[src/cpu_ctl_defs.svh]
// Constants for the interrupt control and wide add execution block
// Summary of operation
// - Suspend opcode 76 halts execution, idling until an interrupt or reset.
// - Opcode F3 clears both enable latches, masking interrupts at once.
// - While masked, the maskable request input is ignored until re-enabled.
// - Opcode FB sets both enable latches to one.
// - No maskable interrupt accepted during FB or the next instruction.
// - Prefix ED then 46 selects interrupt mode 0.
// - Mode 0 executes the peripheral's instruction; first byte read at acknowledge.
// - ED 56 selects mode 1; accepted interrupt restarts at 0038.
// - ED 5E selects vectored interrupt mode 2.
// - Mode 2 forms table address from page register and peripheral vector.
// - Opcode 00ss1001 adds selected pair into the pointer pair.
// - Plain add keeps S, Z, P/V; H from bit 11; N clear; C from 15.
// - ED 01ss1010 adds pair plus carry into the pointer pair.
// - Add-with-carry sets S, Z, H, overflow, C; clears N.
// - ED 01ss0010 subtracts pair and carry from the pointer pair.
// - Subtract-with-borrow sets S, Z, overflow, H borrow from 12, C borrow, N.
// - DD 00pp1001 adds selected pair into the first index register.
// - Index add keeps S, Z, P/V; H from bit 11; N clear; C from 15.
`ifndef CPU_CTL_DEFS_SVH
`define CPU_CTL_DEFS_SVH
`define OP_SUSPEND 8'h76
`define OP_IRQ_DIS 8'hf3
`define OP_IRQ_EN 8'hfb
`define PFX_EXT 8'hed
`define PFX_IDX 8'hdd
`define OP_MODE0 8'h46
`define OP_MODE1 8'h56
`define OP_MODE2 8'h5e
`define RESTART_ADDR 16'h0038
`define FLAG_C 0
`define FLAG_N 1
`define FLAG_PV 2
`define FLAG_H 4
`define FLAG_Z 6
`define FLAG_S 7
`endif

[src/cpu_ctl_pkg.sv]
// Types for the interrupt control and wide add execution block
package cpu_ctl_pkg;
	typedef enum logic [2:0] {
		ST_RUN = 3'b001,
		ST_EXT = 3'b010,
		ST_IDX = 3'b100
	} dec_state_e;
	typedef enum logic [1:0] {
		IMODE_0 = 2'd0,
		IMODE_1 = 2'd1,
		IMODE_2 = 2'd2
	} irq_mode_e;
	typedef struct packed {
		logic [15:0] pair_b_c;
		logic [15:0] pair_d_e;
		logic [15:0] primary_pointer_pair;
		logic [15:0] first_index_register;
		logic [15:0] stack_pointer;
		logic [7:0] flags;
	} regs_s;
	typedef struct packed {
		logic take;
		irq_mode_e mode;
		logic [15:0] target;
		logic [7:0] mode0_opcode;
	} irq_resp_s;
endpackage

[src/cpu_int_control_and_wide_add.sv]
// Execution of halt, interrupt control, interrupt modes and 16-bit adds
`timescale 1ns/1ps
`include "cpu_ctl_defs.svh"
module cpu_int_control_and_wide_add
(
	// Clock and reset
	input wire logic i_clk,
	input wire logic i_sys_rst,
	// Instruction byte stream from program memory
	input wire logic i_op_valid,
	input wire logic [7:0] i_op_byte,
	// Register load from the rest of the core
	input wire logic i_regs_load,
	input wire cpu_ctl_pkg::regs_s i_regs_in,
	input wire logic [7:0] i_vector_page,
	// Interrupting peripheral
	input wire logic i_irq_request_n,
	input wire logic [7:0] i_irq_data,
	// Outputs
	output cpu_ctl_pkg::regs_s o_regs,
	output cpu_ctl_pkg::irq_mode_e o_mode,
	output logic o_int_enable_latch_primary,
	output logic o_int_enable_latch_shadow,
	output logic o_halted,
	output logic o_instr_done,
	output logic o_irq_ack,
	output cpu_ctl_pkg::irq_resp_s o_irq_resp
);
	import cpu_ctl_pkg::*;

	// ==========================================
	// Request input synchroniser
	logic [2:0] irq_sync;
	logic irq_level;
	always_ff @(posedge i_clk)
	begin
		if (i_sys_rst)
			irq_sync <= 3'b000;
		else
			irq_sync <= {irq_sync[1:0], ~i_irq_request_n};
	end
	always_ff @(posedge i_clk)
	begin
		if (i_sys_rst)
			irq_level <= 1'b0;
		else if (irq_sync[2] == irq_sync[1])
			irq_level <= irq_sync[2];
	end

	// ==========================================
	// Decode
	dec_state_e state;
	dec_state_e next_state;
	regs_s regs;
	regs_s next_regs;
	irq_mode_e mode;
	logic int_enable_latch_primary;
	logic int_enable_latch_shadow;
	logic halted;
	logic ei_shadow;
	wire run_byte = i_op_valid && (state == ST_RUN);
	wire ext_byte = i_op_valid && (state == ST_EXT);
	wire idx_byte = i_op_valid && (state == ST_IDX);
	wire is_suspend = run_byte && i_op_byte == `OP_SUSPEND;
	wire is_dis = run_byte && i_op_byte == `OP_IRQ_DIS;
	wire is_en = run_byte && i_op_byte == `OP_IRQ_EN;
	wire is_add = run_byte && i_op_byte[7:6] == 2'b00 && i_op_byte[3:0] == 4'h9;
	wire is_adc = ext_byte && i_op_byte[7:6] == 2'b01 && i_op_byte[3:0] == 4'ha;
	wire is_sbc = ext_byte && i_op_byte[7:6] == 2'b01 && i_op_byte[3:0] == 4'h2;
	wire is_addx = idx_byte && i_op_byte[7:6] == 2'b00 && i_op_byte[3:0] == 4'h9;
	wire is_im0 = ext_byte && i_op_byte == `OP_MODE0;
	wire is_im1 = ext_byte && i_op_byte == `OP_MODE1;
	wire is_im2 = ext_byte && i_op_byte == `OP_MODE2;
	wire [1:0] sel = i_op_byte[5:4];
	wire [15:0] hl_sel = sel == 2'b00 ? regs.pair_b_c : sel == 2'b01 ? regs.pair_d_e
		: sel == 2'b10 ? regs.primary_pointer_pair : regs.stack_pointer;
	wire [15:0] ix_sel = sel == 2'b00 ? regs.pair_b_c : sel == 2'b01 ? regs.pair_d_e
		: sel == 2'b10 ? regs.first_index_register : regs.stack_pointer;
	wire cy = regs.flags[`FLAG_C];
	wire [15:0] acc = is_addx ? regs.first_index_register : regs.primary_pointer_pair;
	wire [15:0] opnd = is_addx ? ix_sel : hl_sel;
	wire [15:0] opnd_x = is_sbc ? ~opnd : opnd;
	wire cin = is_sbc ? ~cy : (is_adc ? cy : 1'b0);
	wire [12:0] low_sum = {1'b0, acc[11:0]} + {1'b0, opnd_x[11:0]} + {12'h000, cin};
	wire [16:0] full_sum = {1'b0, acc} + {1'b0, opnd_x} + {16'h0000, cin};
	wire [15:0] result = full_sum[15:0];
	wire ovf = (acc[15] == opnd_x[15]) && (result[15] != acc[15]);
	wire half = is_sbc ? ~low_sum[12] : low_sum[12];
	wire carry = is_sbc ? ~full_sum[16] : full_sum[16];
	wire instr_end = is_suspend || is_dis || is_en || is_add || is_addx || ext_byte
		|| (run_byte && !(i_op_byte == `PFX_EXT || i_op_byte == `PFX_IDX))
		|| (idx_byte && !is_addx);
	// Interrupt accepted only when enabled and no enable instruction is pending
	wire irq_take = irq_level && int_enable_latch_primary && !ei_shadow && !is_en && !is_dis
		&& state == ST_RUN && (halted || !i_op_valid);

	always_comb
	begin
		next_state = state;
		if (run_byte)
			next_state = i_op_byte == `PFX_EXT ? ST_EXT
				: i_op_byte == `PFX_IDX ? ST_IDX : ST_RUN;
		else if (ext_byte || idx_byte)
			next_state = ST_RUN;
	end

	always_comb
	begin
		next_regs = regs;
		if (i_regs_load)
			next_regs = i_regs_in;
		else if (is_add)
		begin
			next_regs.primary_pointer_pair = result;
			next_regs.flags[`FLAG_H] = half;
			next_regs.flags[`FLAG_N] = 1'b0;
			next_regs.flags[`FLAG_C] = carry;
		end
		else if (is_addx)
		begin
			next_regs.first_index_register = result;
			next_regs.flags[`FLAG_H] = half;
			next_regs.flags[`FLAG_N] = 1'b0;
			next_regs.flags[`FLAG_C] = carry;
		end
		else if (is_adc || is_sbc)
		begin
			next_regs.primary_pointer_pair = result;
			next_regs.flags[`FLAG_S] = result[15];
			next_regs.flags[`FLAG_Z] = result == 16'h0000;
			next_regs.flags[`FLAG_H] = half;
			next_regs.flags[`FLAG_PV] = ovf;
			next_regs.flags[`FLAG_N] = is_sbc;
			next_regs.flags[`FLAG_C] = carry;
		end
	end

	// ==========================================
	// State registers
	always_ff @(posedge i_clk)
	begin
		if (i_sys_rst)
		begin
			state <= ST_RUN;
			regs <= '0;
		end
		else
		begin
			state <= next_state;
			regs <= next_regs;
		end
	end

	always_ff @(posedge i_clk)
	begin
		if (i_sys_rst)
		begin
			mode <= IMODE_0;
			int_enable_latch_primary <= 1'b0;
			int_enable_latch_shadow <= 1'b0;
			halted <= 1'b0;
			ei_shadow <= 1'b0;
		end
		else
		begin
			if (is_im0)
				mode <= IMODE_0;
			else if (is_im1)
				mode <= IMODE_1;
			else if (is_im2)
				mode <= IMODE_2;
			if (is_dis || irq_take)
			begin
				int_enable_latch_primary <= 1'b0;
				int_enable_latch_shadow <= 1'b0;
			end
			else if (is_en)
			begin
				int_enable_latch_primary <= 1'b1;
				int_enable_latch_shadow <= 1'b1;
			end
			if (is_en)
				ei_shadow <= 1'b1;
			else if (instr_end)
				ei_shadow <= 1'b0;
			if (irq_take)
				halted <= 1'b0;
			else if (is_suspend)
				halted <= 1'b1;
		end
	end

	// ==========================================
	// Interrupt response
	always_ff @(posedge i_clk)
	begin
		if (i_sys_rst)
		begin
			o_irq_resp <= '0;
			o_instr_done <= 1'b0;
		end
		else
		begin
			o_instr_done <= instr_end;
			o_irq_resp.take <= irq_take;
			if (irq_take)
			begin
				o_irq_resp.mode <= mode;
				o_irq_resp.mode0_opcode <= i_irq_data;
				o_irq_resp.target <= mode == IMODE_1 ? `RESTART_ADDR
					: {i_vector_page, i_irq_data};
			end
		end
	end

	assign o_irq_ack = irq_take;
	assign o_regs = regs;
	assign o_mode = mode;
	assign o_int_enable_latch_primary = int_enable_latch_primary;
	assign o_int_enable_latch_shadow = int_enable_latch_shadow;
	assign o_halted = halted;

	// ==========================================
	// Checks
	chk_dis_clears: assert property (@(posedge i_clk) disable iff (i_sys_rst)
		is_dis |=> !int_enable_latch_primary && !int_enable_latch_shadow) else $error("disable left latches set");
	chk_en_sets: assert property (@(posedge i_clk) disable iff (i_sys_rst)
		is_en |=> int_enable_latch_primary && int_enable_latch_shadow) else $error("enable did not set latches");
	chk_no_take_masked: assert property (@(posedge i_clk) disable iff (i_sys_rst)
		!int_enable_latch_primary |=> !o_irq_resp.take) else $error("interrupt taken while masked");
	chk_ei_window: assert property (@(posedge i_clk) disable iff (i_sys_rst)
		is_en |=> !irq_take) else $error("interrupt taken right after enable");
	chk_halt_holds: assert property (@(posedge i_clk) disable iff (i_sys_rst)
		is_suspend && !irq_take |=> halted) else $error("suspend did not halt");
	chk_mode1_target: assert property (@(posedge i_clk) disable iff (i_sys_rst)
		irq_take && mode == IMODE_1 |=> o_irq_resp.target == `RESTART_ADDR)
		else $error("mode 1 target wrong");
	chk_mode2_target: assert property (@(posedge i_clk) disable iff (i_sys_rst)
		irq_take && mode == IMODE_2 |=> o_irq_resp.target == {$past(i_vector_page),
		$past(i_irq_data)}) else $error("mode 2 target wrong");
	chk_add_keeps: assert property (@(posedge i_clk) disable iff (i_sys_rst)
		is_add && !i_regs_load |=> regs.flags[`FLAG_Z] == $past(regs.flags[`FLAG_Z])
		&& !regs.flags[`FLAG_N]) else $error("plain add changed kept flags");
	chk_sbc_sets_n: assert property (@(posedge i_clk) disable iff (i_sys_rst)
		is_sbc && !i_regs_load |=> regs.flags[`FLAG_N]) else $error("borrow sub left N clear");
	chk_mode_held: assert property (@(posedge i_clk) disable iff (i_sys_rst)
		!ext_byte |=> mode == $past(mode)) else $error("mode changed without opcode");
endmodule

[config.mk]
export PLATFORM = sky130hd
export DESIGN_NAME = cpu_int_control_and_wide_add
export DESIGN_NICKNAME = d
export VERILOG_FILES = /design/src/cpu_ctl_pkg.sv /design/src/cpu_int_control_and_wide_add.sv
export VERILOG_INCLUDE_DIRS = /design/src
export SDC_FILE = /design/constraint.sdc
export NUM_CORES = 1
export LEC_CHECK = 0
export ABC_AREA = 1
export BUFFER_PORTS_ARGS = -buffer_cell sky130_fd_sc_hd__buf_2
export CAP_MARGIN = 40
export CORE_MARGIN = 3
export CORE_UTILIZATION = 28
export DETAILED_ROUTE_END_ITERATION = 7
export GPL_ROUTABILITY_DRIVEN = 0
export PLACE_DENSITY = 0.52
export SYNTH_ARGS = -nofsm -noshare
export SYNTH_HDL_FRONTEND = slang
export SYNTH_SLANG_ARGS = --single-unit
[constraint.sdc]
create_clock -name i_clk -period 5.2 [get_ports i_clk]
set_clock_uncertainty 0.15 [all_clocks]
set_input_delay 1.04 -clock i_clk [delete_from_list [all_inputs] [get_ports i_clk]]
set_output_delay 1.04 -clock i_clk [all_outputs]
set_load 0.01 [all_outputs]
=== Word-level counts from Yosys, hierarchy flattened ===
Index checks and enable logic that the tools add are counted.

* Multiplexer cells: 42
* Reductions and logical operators: 60
* Bitwise logic cells: 5
* Equal/unequal tests: 24
* $add $sub $neg: 4

{| class="wikitable"
|+ Operators by type and width
! cell !! count
|-
| $mux 16 || 15
|-
| $eq 8x7->1 const B || 4
|-
| $eq 8x8->1 const B || 4
|-
| $mux 32 || 1
|-
| $logic_and 1x1->1 || 25
|-
| $mux 3 || 6
|-
| $add 16x16->17 || 1
|-
| $add 17x1->17 || 1
|-
| $logic_not 16->1 || 1
|-
| $not 16->16 || 1
|-
| $mux 1 || 14
|-
| $add 12x12->13 || 1
|-
| $add 13x1->13 || 1
|-
| $logic_or 1x1->1 || 12
|-
| $mux 2 || 6
|-
| $reduce_bool 2->1 || 5
|-
| $eq 4x4->1 const B || 2
|-
| $eq 2x1->1 const B || 3
|-
| $logic_not 1->1 || 6
|-
| $reduce_or 2->1 || 3
|-
| $eq 4x2->1 const B || 1
|-
| $logic_not 2->1 || 2
|-
| $ne 2x2->1 const B || 2
|-
| $not 1->1 || 4
|-
| 12 further kinds || 14
|}

* Input bits: 117
* Output and inout port bits: 122
* Logic and storage cells: 156
* Flip-flop bits (word level): 128

=== Logic depth before layout (Yosys ltp) ===
Gate-level depths: netlist of the first run.

* Depth in word-level cells: 15
* Gate-level depth with buffers: 28
* Gate-level depth less buffers: 27

=== Least setup slack after synthesis of the first run ===
OpenSTA, ideal clock, no wires.

* Path type: input to register
* Start: in i_op_byte[6]
* End: reg regs, in the netlist o_regs[6]
* Stages: 21
* Required time: 4.980 ns
* Library setup time: 0.070 ns
* Data arrival time: 3.793 ns
* Setup slack: 1.187 ns
* Path buffers: 1
* Cell sequence: inv_1 > nor2_1 > inv_1 > nor2_1 > nand3_1 > nor2_2 > inv_2 > buf_4 > o211ai_1 > nand2_1 > fa_1 > inv_1 > fa_1 > nand3b_1 > nor2_1 > nand3_1 > nor2_1 > nand3_1 > nor2_1 > nand3_1 > a21oi_1

* Word-level cells in the longest chain between the ends: 13
* Elaborated cells on any way between the ends: 27
* Those cells by class: add/sub (2); eq/ne (3); mux (9); bitwise (1); reduce/logical (12)

{| class="wikitable"
|+ Ends and longest elaborated chain
! element !! line !! text
|-
| from (decl) || cpu_int_control_and_wide_add.sv:11 || <nowiki>input wire logic [7:0] i_op_byte,</nowiki>
|-
| $logic_not 2->1 || cpu_int_control_and_wide_add.sv:67, cpu_int_control_and_wide_add.sv:70 ||
|-
| $logic_and 1x1->1 (2 in series) || cpu_int_control_and_wide_add.sv:70 || <nowiki>wire is_addx = idx_byte && i_op_byte[7:6] == 2'b00 && i_op_byte[3:0] == 4'h9;</nowiki>
|-
| $mux 16 || cpu_int_control_and_wide_add.sv:81 || <nowiki>wire [15:0] opnd = is_addx ? ix_sel : hl_sel;</nowiki>
|-
| $not 16->16 || cpu_int_control_and_wide_add.sv:82 || <nowiki>wire [15:0] opnd_x = is_sbc ? ~opnd : opnd;</nowiki>
|-
| $mux 16 || cpu_int_control_and_wide_add.sv:82 ||
|-
| $add 16x16->17 || cpu_int_control_and_wide_add.sv:85 || <nowiki>wire [16:0] full_sum = {1'b0, acc} + {1'b0, opnd_x} + {16'h0000, cin};</nowiki>
|-
| $add 17x1->17 || cpu_int_control_and_wide_add.sv:85 ||
|-
| $logic_not 16->1 || cpu_int_control_and_wide_add.sv:130 || <nowiki>next_regs.flags[`FLAG_Z] = result == 16'h0000;</nowiki>
|-
| $mux 2 || cpu_int_control_and_wide_add.sv:126 || <nowiki>else if (is_adc || is_sbc)</nowiki>
|-
| $mux 2 || cpu_int_control_and_wide_add.sv:119 || <nowiki>else if (is_addx)</nowiki>
|-
| $mux 2 || cpu_int_control_and_wide_add.sv:112 || <nowiki>else if (is_add)</nowiki>
|-
| $mux 2 || cpu_int_control_and_wide_add.sv:110 || <nowiki>if (i_regs_load)</nowiki>
|-
| to (signal assigned) || cpu_int_control_and_wide_add.sv:150 || <nowiki>regs <= next_regs;</nowiki>
|-
| to (decl) || cpu_int_control_and_wide_add.sv:54 || <nowiki>regs_s regs;</nowiki>
|}

Parallel ways exist; a longest one is shown, timed or not. The select of a mux whose other input is x is not followed.
A chain may end at the register's enable or synchronous reset.

=== Final worst setup path of the first run ===
* Start: in i_op_byte[4]
* End: reg regs, in the netlist o_regs[6]

* Word-level cells in the longest chain between the ends: 14
* Elaborated cells on any way between the ends: 19
* Those cells by class: add/sub (2); eq/ne (2); mux (12); bitwise (1); reduce/logical (2)

{| class="wikitable"
|+ Ends and longest elaborated chain
! element !! line
|-
| $eq 2x2->1 || cpu_int_control_and_wide_add.sv:76, cpu_int_control_and_wide_add.sv:78
|-
| $mux 16 (on tied branches) || cpu_int_control_and_wide_add.sv:76, cpu_int_control_and_wide_add.sv:78
|-
| $mux 16 (on tied branches) (2 in series) || cpu_int_control_and_wide_add.sv:75, cpu_int_control_and_wide_add.sv:77
|-
| $mux 16 * || cpu_int_control_and_wide_add.sv:81
|-
| $not 16->16 || cpu_int_control_and_wide_add.sv:82
|-
| $mux 16 * || cpu_int_control_and_wide_add.sv:82
|-
| $add 16x16->17 * || cpu_int_control_and_wide_add.sv:85
|-
| $add 17x1->17 * || cpu_int_control_and_wide_add.sv:85
|-
| $logic_not 16->1 * || cpu_int_control_and_wide_add.sv:130
|-
| $mux 2 * || cpu_int_control_and_wide_add.sv:126
|-
| $mux 2 * || cpu_int_control_and_wide_add.sv:119
|-
| $mux 2 * || cpu_int_control_and_wide_add.sv:112
|-
| $mux 2 * || cpu_int_control_and_wide_add.sv:110
|}

Every way passes the cells marked *; elsewhere a longest branch is shown, timed or not. The select of a mux whose other input is x is not followed.

==> results of run 1 <==
[synth_stat cells, drive strengths merged]
master	n	share of area
or2	14	0.013
nand3	71	0.052
clkinv	1	0.00054
o21ai	144	0.11
xor2	8	0.010
o31ai	6	0.0065
fa	2	0.0058
a21oi	71	0.052
buf	17	0.017
xnor2	5	0.0064
ha	15	0.027
nor2	143	0.079
nor3	9	0.0096
o21bai	2	0.0033
and2	1	0.00091
nand3b	4	0.0044
and3	1	0.00091
o41ai	1	0.0013
o2111ai	1	0.0013
a211oi	1	0.0011
dfxtp	128	0.37
o221ai	3	0.0038
mux2i	1	0.0015
clkbuf	35	0.019
inv	99	0.054
nand2	230	0.13
nor4	2	0.0027
a31oi	11	0.010
nand4	7	0.0064
o211ai	3	0.0033
[metal layers]
layer  wire length (µm)  global-route usage
met4                226             0.04152
met1              12790              0.2866
met5                  0                   0
met2              10460              0.2673
met3               1858             0.04044
[power by group]
group	switching, mW	internal, mW	total (mW)	leakage, nW
sequential	0.0478	1.04	1.08	1.05
clock	0.511	0.771	1.28	0.299
combinational	0.341	0.196	0.537	3.24
[state kept, by name, indices dropped and copies added (netlist names)]
register and cells:
o_halted 1, state 3, o_int_enable_latch_shadow 1, o_irq_resp 27
ei_shadow 1, o_mode 2, o_instr_done 1, irq_sync 3
irq_level 1, o_regs 88
[worst reg2reg max path, stage by stage, from the launching register on]
cell and delay [ps]:
dfxtp_1 390, inv_1 60, nand4_1 120, inv_2 80
nand2_4 180, mux2i_1 390, nand2_1 90, nand2_1 80
o21ai_0 80, nand2_1 70, nand2_1 60, fa_1 390
inv_1 130, fa_1 440, nand3b_1 170, nor2_1 110
nand3_1 80, nor2_1 120, nand3_1 80, nor2_1 100
nand3_1 90, a21oi_1 120
[through the flow]
stage               total power, mW  cells  worst slack, ps    util  cell area (µm²)
floorplan                     1.419   1036             1187       -             6884
detailed placement            1.639   1550            641.5  0.3482             8295
CTS                           2.933   1582             1070  0.3743             8916
global route                  3.042   1582            696.8  0.3743             8916
finish                        2.902   1582             1076  0.3743             8916
global placement              1.638   1550            703.5  0.3482             8295
[final cells by class]
| cell class | count | area [µm²] | share of cell area |
|---|---|---|---|
| Clock buffer | 17 | 425.4 | 0.04771 |
| Clock inverter | 15 | 195.2 | 0.02189 |
| Inverter | 100 | 376.6 | 0.04224 |
| Multi-Input combinational cell | 756 | 3699 | 0.4148 |
| Sequential cell | 128 | 2562 | 0.2874 |
| Tap cell | 319 | 399.1 | 0.04477 |
| Timing Repair Buffer | 247 | 1259 | 0.1412 |
[how the worst max path moves through the flow]
stage	from	endpoint	slack, ps
after detailed placement	i_op_byte[4]	o_regs[6]$_SDFFE_PP0P_	640
after global routing	i_op_byte[4]	o_regs[6]$_SDFFE_PP0P_	700
final	i_op_byte[4]	o_regs[6]$_SDFFE_PP0P_	1080
after global placement	i_op_byte[4]	o_regs[6]$_SDFFE_PP0P_	700
after floorplan	i_op_byte[6]	o_regs[6]$_SDFFE_PP0P_	1190
after CTS	i_op_byte[4]	o_regs[6]$_SDFFE_PP0P_	1070
[cell families after synthesis]
kind of cell / Yosys count / share of synthesized area
AOI/OAI and AO/OA: 243 / 0.1907
xor gates and xnor gates: 13 / 0.01654
adders and majority gates: 17 / 0.03308
buffers and inverters: 152 / 0.09051
DFF: 128 / 0.3722
muxes: 1 / 0.001454
and+or+nand+nor: 482 / 0.2955
==> impl_results.md, run 1 <==
- Status: complete, no violations
- CTS tree: built
- Most frequent cells in the layout: 238 x buf_2, 227 x nand2_1, 140 x nor2_1, 128 x dfxtp_1, 115 x o21ai_0
- Area grow syn2layout: 29.52%
- 1st-pass router iterations: 5
- Die area: 26500 µm²
- Vias in the first global route: 6881
- Fin. Hold Viols: 0
- Core Region: 23820 µm²
- Min-Delay Startpoint: irq_sync[0]$_SDFF_PP0_
- Clock tree buffer depth: 2
- Arrival time worst endpoint: 4330 ps
- Worst-Skew Late Latency: 420 ps
- Mean post-synth cell area: 6.645 µm²
- Share of cells above drive strength 1: 0.2534
- Crit path top cell by count: inv_1
- Critical path class: in2reg
- Hold Slack: 252.6 ps
- First-pass GRT wire length: 39.14 mm
- Fmax: 0.2425 GHz
- Antenna violations before repair: 1
- FF-to-FF path depth: 21
- Total CTS buffers: 17
- Final setup fails: 0
- Clk slew on worst S/H paths: 60 ps
- Slowest CP cell: fa_1
- Slew @ Worst Pin: 735.9 ps
- Hold-fix buffers at CTS: 0
- Hold Crit Endpoint: irq_sync[1]$_SDFF_PP0_
- Final wirelength: 25.33 mm
- Most common cell after layout, fill and taps aside: buf_2
- Per-cell routed wire length: 16.01 µm
- Worst setup SP type: primary input
- Initial Util: 0.2890
- Post CTS Setup Buffer Count: 0
- Max-cap viol count: 0
- DRT antenna net count: 0
- CP cell instances: buf_2, inv_1, nand2_1, inv_1, nor2_1, inv_1, o221ai_1, inv_1, nand2_1, o21ai_0, nand2_1, nand2_1, fa_1, inv_1, fa_1, nand3b_1, nor2_1, nand3_1, nor2_1, nand3_1, nor2_1, nand3_1, a21oi_1
- Cells on Worst Hold Path: 2
- Post-route setup TNS: 0 ps
- Number of diodes: 0
- R2r setup slk: 1560 ps
- H-tree lvl count: 4
- Mapped Nets: 1170
- Nets@finish: 1384
- YS warnings: 0
- Seq/Total Area, Yosys: 0.3722
- DR iter-0 viols: 510
- Crit. End Element: flop
- CP Data Required Time: 5410 ps
- Yosys reg bits: 128
- DIE HEIGHT: 162.8 µm
- Period utilisation layout: 0.7931
- Cell count after synthesis: 1036
- PortBufs: 238
- Critical path depth in cells: 23
- CTS Sinks: 128
- Worst vdd ir: 160.7 µV
- Final slew viol count: 0
- CP top delay family: simple AND/OR/NAND/NOR gates
- Gates resized, CTS repair: 0
- Post-DP HPWL: 19.38 mm
- Largest net degree at the start of global routing: 72
- Root buffer cell: clkbuf_16
- Area of the mapped netlist: 6884 µm²
- Total grt overflow: 0
- Routed vias: 7427
- RR Startpoint: state[1]$_SDFFE_PP0P_
- Vias per inst: 4.695
- Hold crit path type: reg2reg
- Crit-path max cell delay: 440 ps
- Cell variety after synth: 42
- CP bufs+invs: 6
- DRC viols: 0
- Fillers: 2667
- Final min period: 4124 ps
- Worst-path fanout max: 14
- Boundary pin count: 239
- Die X: 162.8 µm
- Slew margin rel.: 0.5076
- Leak: 4.597 nW
- Unrepaired setup endpoints after global routing: no
- Row count: 56
- P per Cell Area: 325.5 nW/µm²
- Tot GR Track Use: 0.1875
- Worst R2R End: o_regs[6]$_SDFFE_PP0P_
(Power assumes the default switching activity.)
==> run 2, diff against run 1 <==
- ABC_AREA: 1 -> 0
- PLACE_DENSITY: 0.52 -> 0.54
- clock period: 5.2 -> 3.3 ns (I/O delays scaled with it)
==> run 2 against run 1 <==
  * Flip-flop and latch count unchanged
  * First-iteration DRC count down 39%
  * Sequential power increased by 55%
  * Sequential share of layout area fell by 4.2 points
  * The run now ends with setup timing left
  * Area after synthesis fell by 3.9%
  * Clock power increased by 58%
  * Wire length decreased by 7.3%
  * Total power rose by 65%
  * Setup slack worse by 2600 ps
  * Non-clock buffer count is 160 higher
  * Design area up 17%
  * Hold slack got worse by 27 ps
  * Critical endpoint unchanged
==> impl_results.md, run 2 <==
- Crit. End Element: flop (unchanged)
- DRT antenna net count: 0 (unchanged)
- P per Cell Area: 458.1 nW/µm² (was 325.5 nW/µm²)
- Worst setup SP type: primary input (unchanged)
- CTS tree: built (unchanged)
- Clock tree buffer depth: 2 (unchanged)
- Post-DP HPWL: 17.75 mm (was 19.38 mm)
- Vias in the first global route: 6697 (was 6881)
- Row count: 55 (was 56)
- Fin. Hold Viols: 0 (unchanged)
- Per-cell routed wire length: 16.48 µm (was 16.01 µm)
- Max-cap viol count: 0 (unchanged)
- Most used DFF post-synth: dfxtp_1 (unchanged)
- Die X: 159.8 µm (was 162.8 µm)
- Top post-synthesis cells by area: dfxtp_1 39%, mux2i_1 10%, nor2_1 6.6%, mux4_2 5.4%, a21oi_1 3.9% (was dfxtp_1 37%, nand2_1 12%, o21ai_0 8.4%, nor2_1 7.6%, a21oi_1 5.2%)
- Core Region: 22920 µm² (was 23820 µm²)
- Cell variety after synth: 67 (was 42)
- PortBufs: 238 (unchanged)
- Unrepaired setup endpoints after global routing: yes (was no)
- Mean post-synth cell area: 9.167 µm² (was 6.645 µm²)
- Arrival time worst endpoint: 5070 ps (was 4330 ps)
- Die area: 25520 µm² (was 26500 µm²)
- DRC viols: 0 (unchanged)
- Worst vdd ir: 276.7 µV (was 160.7 µV)
- Hold-fix buffers at CTS: 0 (unchanged)
- Antenna violations before repair: 1 (unchanged)
- Final slew viol count: 0 (unchanged)
- Slew @ Worst Pin: 849.5 ps (was 735.9 ps)
- 1st-pass router iterations: 4 (was 5)
- Hold crit path type: in2reg (was reg2reg)
- Post-synth EDFFs: 0 (unchanged)
- Nets@finish: 1233 (was 1384)
- Area grow syn2layout: 57.88% (was 29.52%)
- Synth top area share: 0.3871 (was 0.3722)
- Total grt overflow: 0 (unchanged)
- Mapped Nets: 856 (was 1170)
- Seq/Total Area, Yosys: 0.3871 (was 0.3722)
- Most frequent cells in the layout: 235 x buf_2, 154 x buf_4, 128 x dfxtp_1, 109 x nor2_1, 65 x mux2i_1 (was 238 x buf_2, 227 x nand2_1, 140 x nor2_1, 128 x dfxtp_1, 115 x o21ai_0)
- Status: finished, violations left (was complete, no violations)
- DIE HEIGHT: 159.8 µm (was 162.8 µm)
- Fmax: 0.2060 GHz
- Vias per inst: 4.691 (was 4.695)
- Final wirelength: 23.48 mm (was 25.33 mm)
- Clk slew on worst S/H paths: 70 ps (was 60 ps)
- Critical path class: in2reg (unchanged)
- Most common cell after layout, fill and taps aside: buf_2 (unchanged)
- Synth top cells by count: 128 x dfxtp_1, 116 x nor2_1, 67 x mux2i_1, 60 x nand2_1, 52 x a21oi_1 (was 227 x nand2_1, 140 x nor2_1, 128 x dfxtp_1, 115 x o21ai_0, 86 x inv_1)
- Final setup fails: 37 (was 0)
- Initial Util: 0.2888 (was 0.2890)
- Tot GR Track Use: 0.1771 (was 0.1875)
- Cell taking the most area after synthesis: dfxtp_1 (unchanged)
- Total CTS buffers: 17 (unchanged)
- Leak: 5.137 nW (was 4.597 nW)
- First-pass GRT wire length: 36.16 mm (was 39.14 mm)
- Max reg flops: 88 (unchanged)
- Final setup margin: -1554 ps (was 1076 ps)
- Final min period: 4854 ps
- YS warnings: 0 (unchanged)
- Number of diodes: 0 (unchanged)
- Fillers: 2267 (was 2667)
- CTS Sinks: 128 (unchanged)
- Routed vias: 6684 (was 7427)
- Worst-path fanout max: 5 (was 14)
- CP Data Required Time: 3520 ps (was 5410 ps)
- Failing checks: setup timing
- Cell count after synthesis: 722 (was 1036)
- Area of the mapped netlist: 6619 µm² (was 6884 µm²)
- DR iter-0 viols: 311 (was 510)
- Hold Slack: 225.9 ps (was 252.6 ps)
- Period utilisation layout: 1.471
- Yosys reg bits: 128 (unchanged)
- Asr flop ratio synth: 0 (unchanged)
- Layout Utilization: 0.4560 (was 0.3743)
- Largest net degree at the start of global routing: 57 (was 72)
- Worst-Skew Late Latency: 420 ps (about the same)
- Root buffer cell: clkbuf_16 (unchanged)
- Slew margin rel.: 0.4337 (was 0.5076)
- Boundary pin count: 239 (unchanged)
- Share of cells above drive strength 1: 0.4991 (was 0.2534)
- H-tree lvl count: 4 (unchanged)
- Top-count cell post-synth: dfxtp_1 (was nand2_1)
- Pre-CTS setup slack: -2040 ps (was 641.5 ps)
==> run 2: logic make-up after synthesis <==
| group | after synthesis | synth area share |
|---|---|---|
| adder cells (fa/ha/maj) | 17 | 0.03440 |
| XOR/XNOR | 33 | 0.04367 |
| AND/OR/NAND/NOR | 244 | 0.1688 |
| buffers and inverters | 62 | 0.04102 |
| multiplexers | 98 | 0.1875 |
| AO/OA/AOI/OAI | 140 | 0.1374 |
| flip-flops | 128 | 0.3871 |
==> run 2: per-layer routing <==
layer / routed length [µm] / global-route usage / vias up
li1: - / - / 3327
met1: 10050 / 0.2160 / 3126
met2: 11690 / 0.3121 / 206
met3: 1438 / 0.04617 / 23
met4: 286 / 0.04258 / 2
met5: 12 / 0 / -
==> run 2: worst paths after layout <==
| check | startpoint | to | slack, ps | depth (start not counted) |
|---|---|---|---|---|
| setup reg to reg | state[0]$_SDFFE_PP1P_ | o_regs[6]$_SDFFE_PP0P_ | -1130 | 18 |
| setup / recovery | i_op_byte[1] | o_regs[6]$_SDFFE_PP0P_ | -1550 | 19 |
| hold reg to reg | irq_sync[0]$_SDFF_PP0_ | irq_sync[1]$_SDFF_PP0_ | 290 | 1 |
| hold / removal | i_irq_request_n | irq_sync[0]$_SDFF_PP0_ | 230 | 2 |
==> run 2: report_power, final <==
part	switching, mW	internal, mW	total [mW]
Sequential	0.0571	1.62	1.67
Clock	0.807	1.21	2.02
Combinational	0.523	0.568	1.09
==> run 2: layout make-up <==
cell class | instances | area [µm²] | area share
clock buffer | 17 | 425.4 | 0.04071
tap | 313 | 391.6 | 0.03748
inverter | 13 | 48.80 | 0.004670
clock inverter | 15 | 197.7 | 0.01892
timing repair buffer | 407 | 2591 | 0.2480
multi-input combinational | 532 | 4233 | 0.4051
sequential | 128 | 2562 | 0.2452
==> run 2: critical path, stage by stage <==
cell,delay [ps]
buf_6,100
or4b_4,540
nor3_4,200
nand3_4,170
mux2i_4,190
inv_1,60
mux4_2,510
xnor2_2,180
fa_2,240
inv_2,40
fa_2,330
a21o_1,200
a21oi_2,150
xor2_1,190
or4b_4,480
nor4_2,170
and4_1,240
nor4bb_2,220
o221a_1,210
==> run 2: through the flow <==
step                      cell area (µm²)  TNS, ps  total power, mW  cells
after global placement               9170   -54010            2.647   1365
after global routing                10450   -42780            4.987   1425
after detailed placement             9170   -56430            2.649   1365
after floorplan                      6739   -36040            2.163    722
after CTS                           10140   -38580            4.771   1414
final                               10450   -37280            4.787   1425
==> run 2: what timing repair did <==
| item | in CTS | in global routing |
|---|---|---|
| pin swaps | 47 | 36 |
| setup endpoints to repair | 37 | 38 |
| setup buffers | 27 | 13 |
| resized for setup | 50 | 52 |
| cloned | 1 | 0 |
